$ cat src/verilog/ssr_defs.svh
// Register offsets, field positions, reset values and timing counts of the serial port block
`ifndef SSR_DEFS_SVH
`define SSR_DEFS_SVH

`define SSR_ADDR_W 7
`define SSR_DATA_W 8
`define SSR_CMD_BITS 5'h10
`define SSR_ADDR_DONE 5'h07
`define SSR_RD_FIRST 5'h08
`define SSR_RD_LAST 5'h0E

`define SSR_OFF_EXP_SEL 7'h28
`define SSR_OFF_EXP_T0 7'h29
`define SSR_OFF_EXP_T1 7'h2A
`define SSR_OFF_EXP_T2 7'h2B
`define SSR_OFF_FRAMES_LO 7'h36
`define SSR_OFF_FRAMES_HI 7'h37
`define SSR_OFF_IMM_LO 7'h38
`define SSR_OFF_IMM_HI 7'h39
`define SSR_OFF_TEMP_LO 7'h58
`define SSR_OFF_TEMP_HI 7'h59
`define SSR_OFF_STATUS 7'h5A
`define SSR_OFF_CLK_GATE 7'h7B

`define SSR_BIT_EXT 0
`define SSR_BIT_GATE 0
`define SSR_REG_RESET 8'h00

`define SSR_CLK_MHZ 20
`define SSR_EXP_TICK_NS 1000
`define SSR_EXP_TICK_CYC ((`SSR_EXP_TICK_NS * `SSR_CLK_MHZ) / 1000)
`define SSR_FOT_NS 2000
`define SSR_FOT_CYC ((`SSR_FOT_NS * `SSR_CLK_MHZ) / 1000)
`define SSR_READOUT_NS 20000
`define SSR_READOUT_CYC ((`SSR_READOUT_NS * `SSR_CLK_MHZ) / 1000)

`endif

$ cat src/verilog/ssr_pkg.sv
// Types shared by the serial port block
package ssr_pkg;
  typedef enum logic [1:0] {
    SEQ_IDLE = 2'b00,
    SEQ_EXPOSE = 2'b01,
    SEQ_FOT = 2'b10,
    SEQ_READOUT = 2'b11
  } ssr_seq_state_t;
endpackage : ssr_pkg

$ cat src/verilog/ssr_sync.sv
// Three-stage input synchroniser; a change counts once stages two and three agree
`timescale 1ns/10ps
module ssr_sync #(
  parameter int W = 1
) (
  input wire logic i_clk_sys,
  input wire logic i_rst,
  input wire logic [W-1:0] i_async,
  output logic [W-1:0] o_level
);
  logic [W-1:0] s1_r;
  logic [W-1:0] s2_r;
  logic [W-1:0] s3_r;
  wire [W-1:0] agree = ~(s2_r ^ s3_r);

  always_ff @(posedge i_clk_sys or posedge i_rst) begin
    if (i_rst) begin
      s1_r <= '0;
      s2_r <= '0;
      s3_r <= '0;
      o_level <= '0;
    end else begin
      s1_r <= i_async;
      s2_r <= s1_r;
      s3_r <= s2_r;
      o_level <= (agree & s3_r) | (~agree & o_level);
    end
  end
endmodule : ssr_sync

$ cat src/verilog/ssr_top.sv
// Serial register port, register file and exposure sequencer of the image sensor
//
// Contract
// - Command is one control bit, 7-bit address, then 8 data bits.
// - Read data is driven right after the address LSB arrives.
// - Read data leaves on the serial output MSB first.
// - Input bits are captured on the rising serial clock edge.
// - Select held high allows back-to-back commands in one burst.
// - Registers 56 and 57 may be written at any time, act at once.
// - Registers 88, 89, 90 are read-only; writes to them are dropped.
// - Registers 88 and 89 show the 16-bit temperature value.
// - System reset returns every programmable register to its default.
// - Register 40 bit 0 selects internal (0) or external (1) exposure.
// - Registers 54 and 55 hold frames produced per request internally.
// - Internal mode: request only starts exposure; sensor times the rest.
// - External mode: pins start exposure and read-out; sensor times read-out.
// - Internal mode: exposure starts on request, counts down, then overhead.
`timescale 1ns/10ps
`include "ssr_defs.svh"
module ssr_top #(
  parameter int EXP_TICK_CYC = `SSR_EXP_TICK_CYC,
  parameter int FOT_CYC = `SSR_FOT_CYC,
  parameter int READOUT_CYC = `SSR_READOUT_CYC
) (
  input wire logic i_clk_sys,
  input wire logic i_rst,
  input wire logic i_spi_en,
  input wire logic i_spi_clk,
  input wire logic i_spi_in,
  output logic o_spi_out,
  input wire logic i_frame_req,
  input wire logic i_int_req,
  input wire logic [15:0] i_temperature,
  output logic o_exposing,
  output logic o_frame_overhead_time,
  output logic o_readout,
  output logic o_clock_gated,
  output logic [7:0] o_imm_ctrl
);
  // Pin synchronisers
  logic [4:0] pins_lv;
  ssr_sync #(.W(5)) u_sync (
    .i_clk_sys(i_clk_sys),
    .i_rst(i_rst),
    .i_async({i_int_req, i_frame_req, i_spi_in, i_spi_clk, i_spi_en}),
    .o_level(pins_lv)
  );
  wire en_lv = pins_lv[0];
  wire sclk_lv = pins_lv[1];
  wire sdi_lv = pins_lv[2];
  wire req_lv = pins_lv[3];
  wire int_lv = pins_lv[4];

  logic sclk_d_r;
  logic req_d_r;
  logic int_d_r;
  wire sclk_rise = sclk_lv & ~sclk_d_r;
  wire sclk_fall = ~sclk_lv & sclk_d_r;
  wire req_rise = req_lv & ~req_d_r;
  wire int_rise = int_lv & ~int_d_r;

  always_ff @(posedge i_clk_sys or posedge i_rst) begin
    if (i_rst) begin
      sclk_d_r <= 1'b0;
      req_d_r <= 1'b0;
      int_d_r <= 1'b0;
    end else begin
      sclk_d_r <= sclk_lv;
      req_d_r <= req_lv;
      int_d_r <= int_lv;
    end
  end

  function automatic logic is_read_only(input logic [6:0] a);
    return (a == `SSR_OFF_TEMP_LO) || (a == `SSR_OFF_TEMP_HI) || (a == `SSR_OFF_STATUS);
  endfunction : is_read_only

  // Serial command engine
  logic [4:0] bit_cnt_r;
  logic is_wr_r;
  logic [6:0] addr_r;
  logic [7:0] wdata_r;
  logic [7:0] rd_sh_r;
  logic [7:0] mem_r [0:127];
  ssr_pkg::ssr_seq_state_t state_r;

  wire [6:0] addr_full = {addr_r[5:0], sdi_lv};
  wire in_ctrl = (bit_cnt_r == 5'h00);
  wire in_addr = (bit_cnt_r != 5'h00) && (bit_cnt_r <= `SSR_ADDR_DONE);
  wire addr_last = sclk_rise && (bit_cnt_r == `SSR_ADDR_DONE) && !is_wr_r;
  // Shift on the seen rise: sync lag would push a falling-edge shift past the host's next rise
  wire rd_shift = sclk_rise && !is_wr_r && (bit_cnt_r >= `SSR_RD_FIRST)
    && (bit_cnt_r <= `SSR_RD_LAST);
  wire cmd_end = sclk_fall && (bit_cnt_r == `SSR_CMD_BITS);
  wire wr_en = cmd_end && is_wr_r && !is_read_only(addr_r);
  wire [7:0] status_byte = {6'h00, state_r};
  wire [7:0] rd_value =
    (addr_full == `SSR_OFF_TEMP_LO) ? i_temperature[7:0] :
    (addr_full == `SSR_OFF_TEMP_HI) ? i_temperature[15:8] :
    (addr_full == `SSR_OFF_STATUS) ? status_byte : mem_r[addr_full];

  always_ff @(posedge i_clk_sys or posedge i_rst) begin
    if (i_rst) begin
      bit_cnt_r <= 5'h00;
      is_wr_r <= 1'b0;
      addr_r <= 7'h00;
      wdata_r <= 8'h00;
    end else if (!en_lv) begin
      bit_cnt_r <= 5'h00;
    end else if (sclk_rise && bit_cnt_r < `SSR_CMD_BITS) begin
      bit_cnt_r <= bit_cnt_r + 5'h01;
      if (in_ctrl) begin
        is_wr_r <= sdi_lv;
      end else if (in_addr) begin
        addr_r <= addr_full;
      end else begin
        wdata_r <= {wdata_r[6:0], sdi_lv};
      end
    end else if (cmd_end) begin
      bit_cnt_r <= 5'h00;
    end
  end

  // Read data: MSB appears right after the address LSB, rest on later rising edges
  always_ff @(posedge i_clk_sys or posedge i_rst) begin
    if (i_rst) begin
      rd_sh_r <= 8'h00;
      o_spi_out <= 1'b0;
    end else if (addr_last) begin
      rd_sh_r <= rd_value;
      o_spi_out <= rd_value[7];
    end else if (rd_shift) begin
      rd_sh_r <= {rd_sh_r[6:0], 1'b0};
      o_spi_out <= rd_sh_r[6];
    end
  end

  // Register file; writes commit on the final falling edge
  always_ff @(posedge i_clk_sys or posedge i_rst) begin
    if (i_rst) begin
      for (int i = 0; i < 128; i++) begin
        mem_r[i] <= `SSR_REG_RESET;
      end
    end else if (wr_en) begin
      mem_r[addr_r] <= wdata_r;
    end
  end

  wire ext_mode = mem_r[`SSR_OFF_EXP_SEL][`SSR_BIT_EXT];
  wire gate = mem_r[`SSR_OFF_CLK_GATE][`SSR_BIT_GATE];
  wire [15:0] frames_cfg = {mem_r[`SSR_OFF_FRAMES_HI], mem_r[`SSR_OFF_FRAMES_LO]};
  wire [23:0] exp_cfg = {mem_r[`SSR_OFF_EXP_T2], mem_r[`SSR_OFF_EXP_T1],
    mem_r[`SSR_OFF_EXP_T0]};
  // Immediate-class pair drives o_imm_ctrl (XOR of the two) without waiting for idle
  assign o_imm_ctrl = mem_r[`SSR_OFF_IMM_LO] ^ mem_r[`SSR_OFF_IMM_HI];
  assign o_clock_gated = gate;

  // Exposure tick divider; held at zero while the core clock is gated
  logic [15:0] tick_cnt_r;
  wire tick = (tick_cnt_r == 16'(EXP_TICK_CYC - 1));
  always_ff @(posedge i_clk_sys or posedge i_rst) begin
    if (i_rst) begin
      tick_cnt_r <= 16'h0000;
    end else if (gate || tick || state_r != ssr_pkg::SEQ_EXPOSE) begin
      tick_cnt_r <= 16'h0000;
    end else begin
      tick_cnt_r <= tick_cnt_r + 16'h0001;
    end
  end

  // Sequencer
  logic [23:0] seq_cnt_r;
  logic [23:0] seq_cnt_nxt;
  logic [15:0] frames_left_r;
  logic [15:0] frames_left_nxt;
  ssr_pkg::ssr_seq_state_t state_nxt;
  wire readout_done = (seq_cnt_r == 24'h000000);
  wire [15:0] frames_req = (frames_cfg == 16'h0000) ? 16'h0001 : frames_cfg;

  always_comb begin
    state_nxt = state_r;
    seq_cnt_nxt = seq_cnt_r;
    frames_left_nxt = frames_left_r;
    if (!gate) begin
      case (state_r)
        ssr_pkg::SEQ_IDLE: begin
          if (!ext_mode && req_rise) begin
            state_nxt = ssr_pkg::SEQ_EXPOSE;
            seq_cnt_nxt = exp_cfg;
            frames_left_nxt = frames_req;
          end else if (ext_mode && req_rise) begin
            state_nxt = ssr_pkg::SEQ_FOT;
            seq_cnt_nxt = 24'(FOT_CYC - 1);
          end else if (ext_mode && int_rise) begin
            state_nxt = ssr_pkg::SEQ_EXPOSE;
          end
        end
        ssr_pkg::SEQ_EXPOSE: begin
          if (ext_mode) begin
            if (req_rise) begin
              state_nxt = ssr_pkg::SEQ_FOT;
              seq_cnt_nxt = 24'(FOT_CYC - 1);
            end
          end else if (seq_cnt_r == 24'h000000) begin
            state_nxt = ssr_pkg::SEQ_FOT;
            seq_cnt_nxt = 24'(FOT_CYC - 1);
          end else if (tick) begin
            seq_cnt_nxt = seq_cnt_r - 24'h000001;
          end
        end
        ssr_pkg::SEQ_FOT: begin
          if (ext_mode && req_rise) begin
            seq_cnt_nxt = 24'(FOT_CYC - 1);
          end else if (seq_cnt_r == 24'h000000) begin
            state_nxt = ssr_pkg::SEQ_READOUT;
            seq_cnt_nxt = 24'(READOUT_CYC - 1);
          end else begin
            seq_cnt_nxt = seq_cnt_r - 24'h000001;
          end
        end
        ssr_pkg::SEQ_READOUT: begin
          if (ext_mode && req_rise) begin
            state_nxt = ssr_pkg::SEQ_FOT;
            seq_cnt_nxt = 24'(FOT_CYC - 1);
          end else if (!readout_done) begin
            seq_cnt_nxt = seq_cnt_r - 24'h000001;
          end else if (!ext_mode && frames_left_r > 16'h0001) begin
            state_nxt = ssr_pkg::SEQ_EXPOSE;
            seq_cnt_nxt = exp_cfg;
            frames_left_nxt = frames_left_r - 16'h0001;
          end else begin
            state_nxt = ssr_pkg::SEQ_IDLE;
            frames_left_nxt = 16'h0000;
          end
        end
        default: begin
          state_nxt = ssr_pkg::SEQ_IDLE;
        end
      endcase
    end
  end

  always_ff @(posedge i_clk_sys or posedge i_rst) begin
    if (i_rst) begin
      state_r <= ssr_pkg::SEQ_IDLE;
      seq_cnt_r <= 24'h000000;
      frames_left_r <= 16'h0000;
    end else begin
      state_r <= state_nxt;
      seq_cnt_r <= seq_cnt_nxt;
      frames_left_r <= frames_left_nxt;
    end
  end

  // Status outputs; each is a decode of the sequencer state
  assign o_exposing = (state_r == ssr_pkg::SEQ_EXPOSE);
  assign o_frame_overhead_time = (state_r == ssr_pkg::SEQ_FOT);
  assign o_readout = (state_r == ssr_pkg::SEQ_READOUT);
endmodule : ssr_top

$ cat config.mk
export PLATFORM = sky130hd
export DESIGN_NAME = ssr_top
export DESIGN_NICKNAME = d
export VERILOG_FILES = /design/src/verilog/ssr_pkg.sv /design/src/verilog/ssr_sync.sv /design/src/verilog/ssr_top.sv
export VERILOG_INCLUDE_DIRS = /design/src /design/src/verilog
export SDC_FILE = /design/constraint.sdc
export NUM_CORES = 2
export LEC_CHECK = 0
export ABC_AREA = 1
export BUFFER_PORTS_ARGS = -buffer_cell sky130_fd_sc_hd__buf_2
export CORE_AREA = 2 2 365 367
export CTS_CLUSTER_DIAMETER = 120
export DETAILED_ROUTE_END_ITERATION = 10
export DIE_AREA = 0 0 367 369
export PLACE_DENSITY_LB_ADDON = 0.25
export RECOVER_POWER = 50
export SETUP_SLACK_MARGIN = 0.05
export SLEW_MARGIN = 20
export SYNTH_ARGS = -nofsm -noshare
export SYNTH_HDL_FRONTEND = slang
export SYNTH_SLANG_ARGS = --single-unit
$ cat constraint.sdc
create_clock -name i_clk_sys -period 90.4 [get_ports i_clk_sys]
set_input_delay 18.08 -clock i_clk_sys [delete_from_list [all_inputs] [get_ports i_clk_sys]]
set_output_delay 18.08 -clock i_clk_sys [all_outputs]
set_load 0.005 [all_outputs]
==> results.md <==
- Slew Limit Fails: between 500 and 600
- I/O pin total: 36
- CP Max Fanout: about 160
- PwrDens: around 22 nW/um^2
- Vias per cell: roughly 5.5
- DP Wirelength: approximately 92,000 um
- Final Hold Fails: 0
- Core Rows: around 130
- Placer Congestion: 0.8567
- Setup CP Type: in2async
- Detail Route Antenna Nets: 0
- Antenna violations before repair: 0
- Net count, final: 6,054
- Vias in the first global route: 41,640
- RSZ-0062 raised after global routing: no
- Critical Path RT: ~91,000 ps
- Synth Warn #: 0
- Initial DRC count: about 4,200
- Reg area: around 28,000 sq um
- Area used by multi-input combinational logic: approximately 20,000 sq um
- Top FF cell, synth: dfrtp_1
- Post-synthesis async set-or-reset flop share: 100.0%
- Final setup violation count: 0
- Area delta synth->final: 8.081%
- # diodes: 0
- CTS root buf: clkbuf_16
- Slew @ Worst Pin: 8805 ps
- Min cycle time layout: ~23,000 ps
- CP arrival: between 20,000 and 25,000 ps
- Detailed-route DRC error count: 0
- # fillers: 13,220
- Setup crit start kind: input port
- Die ar.: roughly 140,000 sq um
- EDFF count, synth: 0
- Most common cell in the netlist: nand2_1
- CTS tree: built
- Leak: approximately 25 nW
- Bufs on Longest Clock Path: 3
- Area of the mapped netlist: around 52,000 sq um
- Synth top area share: 54.29%
- Failing checks: capacitance limit, slew limit
- Crit. End Element: async pin
- Post-synth top cells: 1,854 x nand2_1, 1,351 x o21ai_0, 1,134 x dfrtp_1
- Fraction of layout cells with a size suffix above 1: about 5.4%
- Post-synthesis area per instance: between 8 and 9 sq um
- CTS buffer count: between 100 and 150
- Area leader, netlist: dfrtp_1
- Fmax: 43.74 MHz
- Pre-CTS WS: slightly below 70,000 ps
- H-tree depth: 3
- Total global-route track usage: about a quarter
- Register bit total from synthesis: 1,134
- Total congestion overflow: 0
- # Post-CTS Setup Buffers: 0
- Period Utilization, post-route: about a quarter
- Vias: 43,080
- Initial Utilization: between 30% and 40%
- IO buf count: 35
- Setup_tns: 0 ps
- CTS-repair resized insts: 0
- Status: finished with violations
- Core area: 131,100 sq um
- VDD IR max: about 0.015 mV
- Clock tree sinks: approximately 1,100
- DRT Wirelength: between 150,000 and 200,000 um
- Largest net degree at the start of global routing: between 150 and 200
- Mapped Cells: about 6,300
- Clk Latency, worst-skew pair: around 750 ps
- Yosys cell types: 45
- Worst setup margin: 67,540 ps
- Die W: about 370 um
- Register area share after synthesis: a little over half
- Clock skew: 23.17 ps
- Max_cap viols: 9
- CTS Hold Bufs: 0
- Slew headroom: -487.0%
- Ranking of synthesized cells by area: dfrtp_1 54%, nand2_1 13%, o21ai_0 13%, nor2_1 3.5%, a22oi_1 2.2%
- Total Power: 1.270 mW
- Clock transition at path regs: 60 ps
- Class of the worst hold path: reg2reg
- WL/cell: just over 20 um
- Chip height: 369 um
- Syn_nets: around 6,300
- Drt first pass iters: 6
- Global-route wire length before repair: between 200,000 and 300,000 um
-- worst paths after layout --
path	cells after the start	start	to	slack, ps
setup / recovery	5	i_rst	bit_cnt_r[1]	67540
hold / removal	0	u_sync.s1_r[3]	u_sync.s2_r[3]	350
setup reg to reg	6	addr_r[0]	mem_r[132]	79540
hold reg to reg	0	u_sync.s1_r[3]	u_sync.s2_r[3]	350
max in group i_clk_sys	3	state_r[1]	o_readout	70200
min in group asynchronous	2	i_rst	tick_cnt_r[4]	18900
-- per-layer routing --
metal | wire (um) | share of wire, % | global-route usage (%)
met1 | 71470 | 45 | 33.01
met2 | 72310 | 46 | 37.26
met3 | 10180 | 6.4 | 3.442
met4 | 4914 | 3.1 | 7.598
met5 | 0 | 0 | 0
-- layout make-up --
cell class | count | share of cell area [%]
clock buffer | 185 | 6.531
multi-input combinational | 4483 | 36.27
tap | 1755 | 3.887
clock inverter | 29 | 0.6400
sequential | 1134 | 50.23
timing repair buffer | 95 | 1.116
inverter | 190 | 1.324
-- critical path, stage by stage --
cell        delay [ps]
buf_2              100
clkinvlp_2        2810
buf_12             610
buf_4              880
buf_4              780
-- through the flow --
| step | hold WS [ps] | utilization, % | instances | cell area, sq um |
|---|---|---|---|---|
| 3_3_place_gp | 353.2 | 40.48 | 7657 | 53080 |
| 5_1_grt | 362.2 | 43.09 | 7871 | 56500 |
| 2_1_floorplan | 331.2 | - | 6281 | 52270 |
| 3_5_place_dp | 339.6 | 40.48 | 7657 | 53080 |
| 6_report | 350.1 | 43.09 | 7871 | 56500 |
| 4_1_cts | 353.6 | 43.57 | 7871 | 57130 |
-- cell usage in the layout, fill, tap and decap left out, types with 5 or more instances in the layout --
| cell | n |
|---|---|
| inv_1 | 168 |
| o21ai_1 | 21 |
| xor2_1 | 33 |
| a22oi_1 | 151 |
| nor2_2 | 17 |
| a21oi_1 | 76 |
| maj3_1 | 5 |
| nand4_1 | 85 |
| inv_2 | 8 |
| buf_2 | 34 |
| nand2_1 | 1888 |
| o211ai_1 | 56 |
| clkbuf_1 | 31 |
| buf_4 | 49 |
| nor2_4 | 9 |
| clkbuf_8 | 40 |
| clkinv_2 | 12 |
| nor2_1 | 484 |
| dfrtp_1 | 1133 |
| clkinvlp_4 | 6 |
| ha_1 | 7 |
| o22ai_1 | 13 |
| bufinv_16 | 7 |
| inv_4 | 9 |
| a31oi_1 | 6 |
| clkbuf_16 | 122 |
| nor3b_1 | 9 |
| nor4_1 | 15 |
| nand3_1 | 134 |
| o21ai_0 | 1433 |
| nor3_1 | 25 |
-- report_power, final --
group          total (mW)  leakage [nW]  internal, mW  switching, mW
logic               0.229          6.95        0.0527          0.176
registers           0.533          15.7         0.518         0.0149
clock network       0.508          1.99         0.298          0.210
total                1.27          24.6         0.869          0.401
-- flip-flops by register name, summed over array words and instances, names as in the netlist, 2 cells and up, named ones only --
| name | flops |
|---|---|
| frames_cfg | 16 |
| seq_cnt_r | 24 |
| u_sync.s3_r | 5 |
| rd_sh_r | 7 |
| addr_r | 7 |
| mem_r | 982 |
| exp_cfg | 24 |
| wdata_r | 8 |
| state_r | 2 |
| bit_cnt_r | 5 |
| tick_cnt_r | 16 |
| frames_left_r | 16 |
| u_sync.s2_r | 5 |
| u_sync.s1_r | 5 |
-- cells by family after synthesis --
group           after synthesis  synth area share [%]
simple gates               2669                 21.37
fa+ha+maj                    12                0.2633
flops                      1134                 54.29
buf+inv                     664                 5.455
xor+xnor                     35                0.5864
compound gates             1767                 18.04
Power figures use the tool's default switching activity.
